--- config.mk ---
export PLATFORM = sky130hd
export DESIGN_NAME = endian_lane_translator
export DESIGN_NICKNAME = d
export VERILOG_FILES = /design/src/shared/endian_pkg.sv /design/src/verilog/endian_lane_translator.sv
export SDC_FILE = /design/constraint.sdc
export NUM_CORES = 1
export LEC_CHECK = 0
export ABC_AREA = 1
export ABC_CLOCK_PERIOD_IN_PS = 1400
export BUFFER_PORTS_ARGS = -buffer_cell sky130_fd_sc_hd__clkbuf_2
export CAP_MARGIN = 25
export CORE_UTILIZATION = 35
export CTS_BUF_LIST = sky130_fd_sc_hd__clkbuf_2
export DETAILED_ROUTE_END_ITERATION = 8
export MAX_ROUTING_LAYER = met4
export PLACE_DENSITY = 0.66
export SLEW_MARGIN = 25
export SYNTH_ARGS = -nofsm -noshare
export SYNTH_HDL_FRONTEND = slang
export SYNTH_SLANG_ARGS = --single-unit
--- constraint.sdc ---
create_clock -name clock_i -period 1.4 [get_ports clock_i]
set_clock_uncertainty 0.15 [all_clocks]
set_input_delay 0.21 -clock clock_i [delete_from_list [all_inputs] [get_ports clock_i]]
set_output_delay 0.21 -clock clock_i [all_outputs]
set_load 0.1 [all_outputs]
--- src/shared/endian_pkg.sv ---
// constants and types shared by the byte-order translation logic
package endian_pkg;

  typedef enum logic [1:0] {
    SIZE_BYTE   = 2'b00,
    SIZE_HALF   = 2'b01,
    SIZE_WORD   = 2'b10,
    SIZE_DOUBLE = 2'b11
  } size_t;

  localparam int ADDR_W    = 32;
  localparam int WORD_W    = 32;
  localparam int DWORD_W   = 64;
  localparam int LANES     = 8;
  localparam int PCI_LANES = 4;
  localparam int LANE_W    = 8;

  // low address bits touched by the 3-bit modifier
  localparam int MOD_W        = 3;
  // address bit that picks the high or low core word on the pci side
  localparam int HALF_SEL_BIT = 2;

  localparam logic [2:0] MOD_BYTE   = 3'h7;
  localparam logic [2:0] MOD_HALF   = 3'h6;
  localparam logic [2:0] MOD_WORD   = 3'h4;
  localparam logic [2:0] MOD_DOUBLE = 3'h0;
  localparam logic [2:0] MOD_NONE   = 3'h0;

  localparam logic [7:0] MASK_BYTE   = 8'h01;
  localparam logic [7:0] MASK_HALF   = 8'h03;
  localparam logic [7:0] MASK_WORD   = 8'h0f;
  localparam logic [7:0] MASK_DOUBLE = 8'hff;

  localparam logic        RESET_CORE_LITTLE = 1'b0;
  localparam logic        RESET_EXC_LITTLE  = 1'b0;
  localparam logic [31:0] RESET_ADDR        = 32'h0000_0000;
  localparam logic [31:0] RESET_WORD        = 32'h0000_0000;
  localparam logic [3:0]  RESET_PCI_EN      = 4'h0;
  localparam logic [7:0]  RESET_MEM_EN      = 8'h00;

endpackage : endian_pkg

--- src/verilog/endian_lane_translator.sv ---
// byte-order translation between core address, local memory and pci
// Behaviour
// big-endian puts the most significant byte at the lowest address.
// true little-endian puts the least significant byte at the lowest address.
// core little-endian mode modifies addresses; stored bytes stay big-endian.
// pci bit 31 is core bit 0 of both words; pci bit 0 is bit 31. The big-endian path instead puts core bit 0 on pci bit 7 and core bit 31 on pci bit 24.
// on exception the exception little-endian bit is copied into the mode bit.
// core mode bits drive a 3-bit modifier on core-generated addresses only.
// bridge in little-endian undoes the modification and reverses byte lanes.
// little-endian: memory holds modified order, pci carries true little-endian.
// one bridge select bit enables its address modifier and lane swapper together.
// software should set core and bridge to the same mode before pci access.
// big-endian core applies no address modification.
// big-endian keeps byte order on pci and leaves bit order unchanged.
// core lanes 0-3 and 4-7 both map to pci lane n modulo 4.
// big-endian: most significant internal byte goes to pci lanes bits 7:0.
// modifier xors low three bits with 7, 6, 4 or 0 by size.
module endian_lane_translator
  import endian_pkg::*;
(
  input  wire logic        clock_i,
  input  wire logic        rst_n_i,
  // core state register port
  input  wire logic        state_write_i,
  input  wire logic        state_little_i,
  input  wire logic        state_exc_little_i,
  input  wire logic        exception_take_i,
  output logic             core_little_endian_bit_o,
  output logic             exception_little_endian_bit_o,
  // core address path
  input  wire logic        core_req_i,
  input  wire logic [31:0] core_ea_i,
  input  wire size_t       core_size_i,
  output logic             core_addr_valid_o,
  output logic [31:0]      core_addr_o,
  // bridge configuration
  input  wire logic        bridge_little_endian_select_i,
  output logic             mode_mismatch_o,
  // bridge transfer between local memory and pci
  input  wire logic        xfer_valid_i,
  input  wire logic        xfer_to_pci_i,
  input  wire logic [31:0] xfer_addr_i,
  input  wire size_t       xfer_size_i,
  input  wire logic [0:31] core_data_high_word_i,
  input  wire logic [0:31] core_data_low_word_i,
  input  wire logic [31:0] pci_ad_i,
  output logic             xfer_done_o,
  output logic [31:0]      pci_addr_o,
  output logic [31:0]      pci_ad_o,
  output logic [3:0]       pci_byte_enable_o,
  output logic [0:31]      core_data_high_word_o,
  output logic [0:31]      core_data_low_word_o,
  output logic [7:0]       mem_lane_enable_o
);

  // size constant for the address modifier, zero when big-endian
  function automatic logic [2:0] modifier(input size_t sz, input logic little);
    logic [2:0] m;
    m = MOD_NONE;
    case (sz)
      SIZE_BYTE:   m = MOD_BYTE;
      SIZE_HALF:   m = MOD_HALF;
      SIZE_WORD:   m = MOD_WORD;
      SIZE_DOUBLE: m = MOD_DOUBLE;
      default:     m = MOD_NONE;
    endcase
    modifier = little ? m : MOD_NONE;
  endfunction : modifier

  // xor is its own inverse, so the same function modifies and unmodifies
  function automatic logic [31:0] munge(input logic [31:0] a, input size_t sz,
                                        input logic little);
    munge = {a[ADDR_W-1:MOD_W], a[MOD_W-1:0] ^ modifier(sz, little)};
  endfunction : munge

  // memory lanes touched by an access, bit n for lane n
  function automatic logic [7:0] lane_mask(input logic [2:0] a, input size_t sz);
    logic [7:0] base;
    base = MASK_BYTE;
    case (sz)
      SIZE_BYTE:   base = MASK_BYTE;
      SIZE_HALF:   base = MASK_HALF;
      SIZE_WORD:   base = MASK_WORD;
      SIZE_DOUBLE: base = MASK_DOUBLE;
      default:     base = MASK_BYTE;
    endcase
    lane_mask = 8'(base << a);
  endfunction : lane_mask

  // lane n trades places with lane 7-n
  function automatic logic [0:63] swap_lanes(input logic [0:63] d);
    logic [0:63] r;
    r = d;
    for (int n = 0; n < LANES; n++) begin
      r[LANE_W*n +: LANE_W] = d[LANE_W*(LANES-1-n) +: LANE_W];
    end
    swap_lanes = r;
  endfunction : swap_lanes

  function automatic logic [7:0] swap_mask(input logic [7:0] m);
    logic [7:0] r;
    r = m;
    for (int n = 0; n < LANES; n++) begin
      r[n] = m[LANES-1-n];
    end
    swap_mask = r;
  endfunction : swap_mask

  // core state bits
  logic core_little_q;
  logic exc_little_q;

  always_ff @(posedge clock_i) begin
    if (!rst_n_i) begin
      core_little_q <= RESET_CORE_LITTLE;
      exc_little_q  <= RESET_EXC_LITTLE;
    end else begin
      if (exception_take_i) begin
        core_little_q <= exc_little_q;
      end else if (state_write_i) begin
        core_little_q <= state_little_i;
      end
      if (state_write_i) begin
        exc_little_q <= state_exc_little_i;
      end
    end
  end

  assign core_little_endian_bit_o      = core_little_q;
  assign exception_little_endian_bit_o = exc_little_q;

  // core address modifier, touches only addresses the core generates
  logic [31:0] core_addr_d;
  logic [31:0] core_addr_q;
  logic        core_valid_q;

  assign core_addr_d = munge(core_ea_i, core_size_i, core_little_q); // see R3

  always_ff @(posedge clock_i) begin
    if (!rst_n_i) begin
      core_addr_q  <= RESET_ADDR;
      core_valid_q <= 1'b0;
    end else begin
      core_valid_q <= core_req_i;
      if (core_req_i) begin
        core_addr_q <= core_addr_d;
      end
    end
  end

  assign core_addr_valid_o = core_valid_q;
  assign core_addr_o       = core_addr_q;

  // bridge: one select bit drives both the unmodifier and the swapper
  wire         bridge_little = bridge_little_endian_select_i;
  wire  [31:0] pci_addr_d    = munge(xfer_addr_i, xfer_size_i, bridge_little); // see R7
  wire         half_sel      = pci_addr_d[HALF_SEL_BIT];
  wire  [0:63] mem_dword     = {core_data_high_word_i, core_data_low_word_i};
  wire  [0:63] out_dword     = bridge_little ? swap_lanes(mem_dword) : mem_dword;
  wire  [7:0]  mem_mask      = lane_mask(xfer_addr_i[MOD_W-1:0], xfer_size_i);
  wire  [7:0]  out_mask      = bridge_little ? swap_mask(mem_mask) : mem_mask;
  wire  [3:0]  pci_en_d      = half_sel ? out_mask[LANES-1:PCI_LANES]
                                        : out_mask[PCI_LANES-1:0];
  logic [31:0] pci_word_d;
  logic [0:63] rep_dword;
  wire  [0:63] in_dword      = bridge_little ? swap_lanes(rep_dword) : rep_dword;

  // core byte n, after any lane swap, goes to pci lane n mod 4; byte msb stays msb
  for (genvar k = 0; k < PCI_LANES; k++) begin : g_to_pci
    assign pci_word_d[LANE_W*k +: LANE_W] = half_sel
      ? out_dword[WORD_W + LANE_W*k +: LANE_W]
      : out_dword[LANE_W*k +: LANE_W]; // see R4 see R12
  end

  // pci word lands in both core words; lane enables pick the live half
  for (genvar n = 0; n < LANES; n++) begin : g_from_pci
    assign rep_dword[LANE_W*n +: LANE_W] =
      pci_ad_i[LANE_W*(n % PCI_LANES) +: LANE_W];
  end

  logic [31:0] pci_addr_q;
  logic [31:0] pci_ad_q;
  logic [3:0]  pci_en_q;
  logic [0:31] mem_high_q;
  logic [0:31] mem_low_q;
  logic [7:0]  mem_en_q;
  logic        done_q;
  logic        mismatch_q;

  always_ff @(posedge clock_i) begin
    if (!rst_n_i) begin
      pci_addr_q <= RESET_ADDR;
      pci_en_q   <= RESET_PCI_EN;
      mem_en_q   <= RESET_MEM_EN;
      done_q     <= 1'b0;
    end else begin
      done_q <= xfer_valid_i;
      if (xfer_valid_i) begin
        pci_addr_q <= pci_addr_d;
        pci_en_q   <= pci_en_d;
        mem_en_q   <= mem_mask;
      end
    end
  end

  // data words reset too, so read outputs show zero until the first read transfer
  always_ff @(posedge clock_i) begin
    if (!rst_n_i) begin
      pci_ad_q   <= RESET_WORD;
      mem_high_q <= RESET_WORD;
      mem_low_q  <= RESET_WORD;
    end else if (xfer_valid_i && xfer_to_pci_i) begin
      pci_ad_q <= pci_word_d;
    end else if (xfer_valid_i) begin
      mem_high_q <= in_dword[0:WORD_W-1];
      mem_low_q  <= in_dword[WORD_W:DWORD_W-1];
    end
  end

  // software is meant to keep both modes equal; flag it when not
  always_ff @(posedge clock_i) begin
    if (!rst_n_i) begin
      mismatch_q <= 1'b0;
    end else begin
      mismatch_q <= core_little_q != bridge_little;
    end
  end

  assign xfer_done_o           = done_q;
  assign pci_addr_o            = pci_addr_q;
  assign pci_ad_o              = pci_ad_q;
  assign pci_byte_enable_o     = pci_en_q;
  assign core_data_high_word_o = mem_high_q;
  assign core_data_low_word_o  = mem_low_q;
  assign mem_lane_enable_o     = mem_en_q;
  assign mode_mismatch_o       = mismatch_q;
endmodule : endian_lane_translator

==> metrics.csv <==
metric,value,unit
run status,"complete, but fails checks",
violated checks,setup timing,
DRT Wirelength,38600,um
Syn Inst Count,1009,
CP max FO,2,
CTS tree,built,
Slew Limit Fails,0,
"Warnings, synthesis",0,
post-synthesis sequential area ratio,0.415,
clock share of power,0.177,
critical path class,register to output pin,
critical path's top delay family,flip-flops,
via count,10108,
CP Launch Type,register,
number of global-route vias before repair,10285,
Worst setup EP type,output pin,
first-pass GRT wire length,55800,um
post-DP HPWL,17700,um
largest net degree at the start of global routing,69,
Net Sw Frac,0.454,
Gate power share,0.474,
f_max,536,MHz
Post-Syn Area,6990,sq um
clk sinks,145,
die area,20500,sq um
final instance area,15400,sq um
"CTS clk-pin slew, worst paths",0.35,ns
root buf cell,clkbuf_2,
Final setup viols,209,
antenna violations before repair,2,
Max clock buf depth,2,
PwrDens,904,nW/um^2
VDD IR max,592,uV
Leak,7.13,nW
post-route ant nets,0,
number of CTS-inserted buffers,17,
Die Span X,143,um
Final Cycle Share,1.33,
crit path cell chain,buf_12,
final worst path period need,1.86,ns
Area after DPL,11700,sq um
switching power,6.30,mW
CTS H-Tree Depth,4,
Max-slew headroom,0.540,
RSZ-0062 raised after global routing,yes,
row cnt,51,
max cap viols,0,
Post-Syn Nets,1183,
Initial DRC Count,868,
final worst slack,-0.464,ns
GRT Total Usage,0.373,
"Distinct cells, synth",25,
Ports,351,
Cell Int Power,7.58,mW
Worst Hold Class,input port to register,
critical path arrival,1.50,ns
final number of hold-violating endpoints,0,
post-DR wirelength/cell,20.3,um
"Slowest-stage cell, CP",dfxtp_2,
area delta synth->final,120,%
PortBufs,350,
vias per cell,5.31,
GP Congestion,0.885,
Critical Path RT,1.04,ns
post-synthesis register bit count,145,
most frequent cells in the layout,"dlygate4sd3_1 (293), nand2_1 (221), buf_12 (191)",
initial core utilization,0.358,
Slew @ Worst Pin,0.690,ns
core area,19500,sq um
GR Overflow Total,0,
clk_lat worst skew,0.74,ns
sequential power share,0.349,
drt pass-1 iters,7,
"commonest non-fill, non-tap cell in the layout",dlygate4sd3_1,
Die Y-Extent,143,um
share of cells above drive strength 1,0.367,
nets,1797,
CP peak stage delay,0.50,ns
drt drc,0,
crit path buf inv count,1,
setup TNS,-57.93,ns
syn avg cell area,6.93,sq um
## kinds of logic (layout without fill, tap and decap cells)
group / Yosys count / count (layout) / share of synthesized area
and+or+nand+nor: 377 / 377 / 0.210
muxes: 32 / 32 / 0.0458
buffers and inverters: 189 / 816 / 0.128
AOI/OAI and AO/OA: 264 / 264 / 0.198
DFF: 145 / 145 / 0.415
xor gates and xnor gates: 2 / 2 / 0.00251
other: 0 / 2 / 0
## power by group through the flow
stage / Combinational [mW] / Clock (mW) / Sequential (mW)
CTS: 6.24 / 2.47 / 4.82
global placement: 5.46 / 0 / 4.89
detailed placement: 5.51 / 0 / 4.91
finish: 6.58 / 2.45 / 4.85
global route: 6.81 / 2.69 / 4.88
floorplan: 1.44 / 0 / 6.78
## per-stage QoR
stage	instances	setup slack [ns]	utilization	total power [mW]	hold WS [ns]
after floorplan	1009	-0.0835	-	8.22	0.147
after global placement	1562	-0.0486	0.601	10.4	0.280
after detailed placement	1562	-0.0895	0.601	10.4	0.288
after CTS	1897	-0.428	0.777	13.5	-0.173
after global routing	1903	-0.629	0.786	14.4	-0.0445
final	1903	-0.464	0.786	13.9	0.00958
## synth_stat cells, drive strengths merged
cell,n,share of area
a21oi,49,0.035
a31oi,33,0.030
buf,56,0.057
clkbuf,47,0.026
clkinv,1,0.00054
dfxtp,145,0.42
inv,85,0.046
mux2i,32,0.046
nand2,228,0.12
nand3,24,0.018
nand3b,1,0.0011
nor2,123,0.067
nor3,1,0.00072
o211ai,8,0.0086
o21ai,174,0.12
xnor2,2,0.0025
## final timing paths
| kind | slack [ns] | startpoint | cells past startpoint | to |
|---|---|---|---|---|
| hold reg to reg | 0.36 | pci_addr_o[0] | 2 | pci_addr_o[0] |
| setup reg to reg | 0.06 | mem_lane_enable_o[2] | 3 | mem_lane_enable_o[2] |
| hold / removal | 0.01 | bridge_little_endian_select_i | 6 | pci_byte_enable_o[0] |
| setup / recovery | -0.46 | core_addr_o[16] | 1 | core_addr_o[16] |
## state kept, by name, indices dropped and copies added, names as in the netlist
register	cells
core_addr_o	32
core_addr_valid_o	1
core_data_high_word_o	32
core_little_endian_bit_o	1
exception_little_endian_bit_o	1
mem_lane_enable_o	8
mode_mismatch_o	1
pci_ad_o	32
pci_addr_o	32
pci_byte_enable_o	4
xfer_done_o	1
## cell type report
type,count,area (sq um)
diodes,2,5.00
clock buffers,18,90.1
clock inverters,14,134
fillers,1043,4170
inverters,86,325
multi-input cells,675,3240
flip-flops and latches,145,3230
well taps,265,332
repair buffers,698,7990
## per-layer routing
layer / vias to the layer above / global-route usage / wire length (um)
met5: - / - / 0
met4: 0 / 0.292 / 3080
met3: 265 / 0.141 / 4050
met2: 735 / 0.603 / 18700
met1: 4627 / 0.362 / 12800
li1: 4481 / - / -
## timing repair
action,CTS,global route
endpoints found under the setup margin,177,237
buffers inserted,2,7
cloned,0,2
hold endpoints to repair,145,73
gates resized for setup,103,57
hold buffers,301,8
pin swaps,0,7
## worst min-delay path: stages
cell,delay (ns)
buf_4,0.15
nand3_2,0.11
nand2_4,0.08
buf_4,0.18
nand3_1,0.09
a21oi_1,0.05
Note: power is estimated with default switching activity, not from simulation.
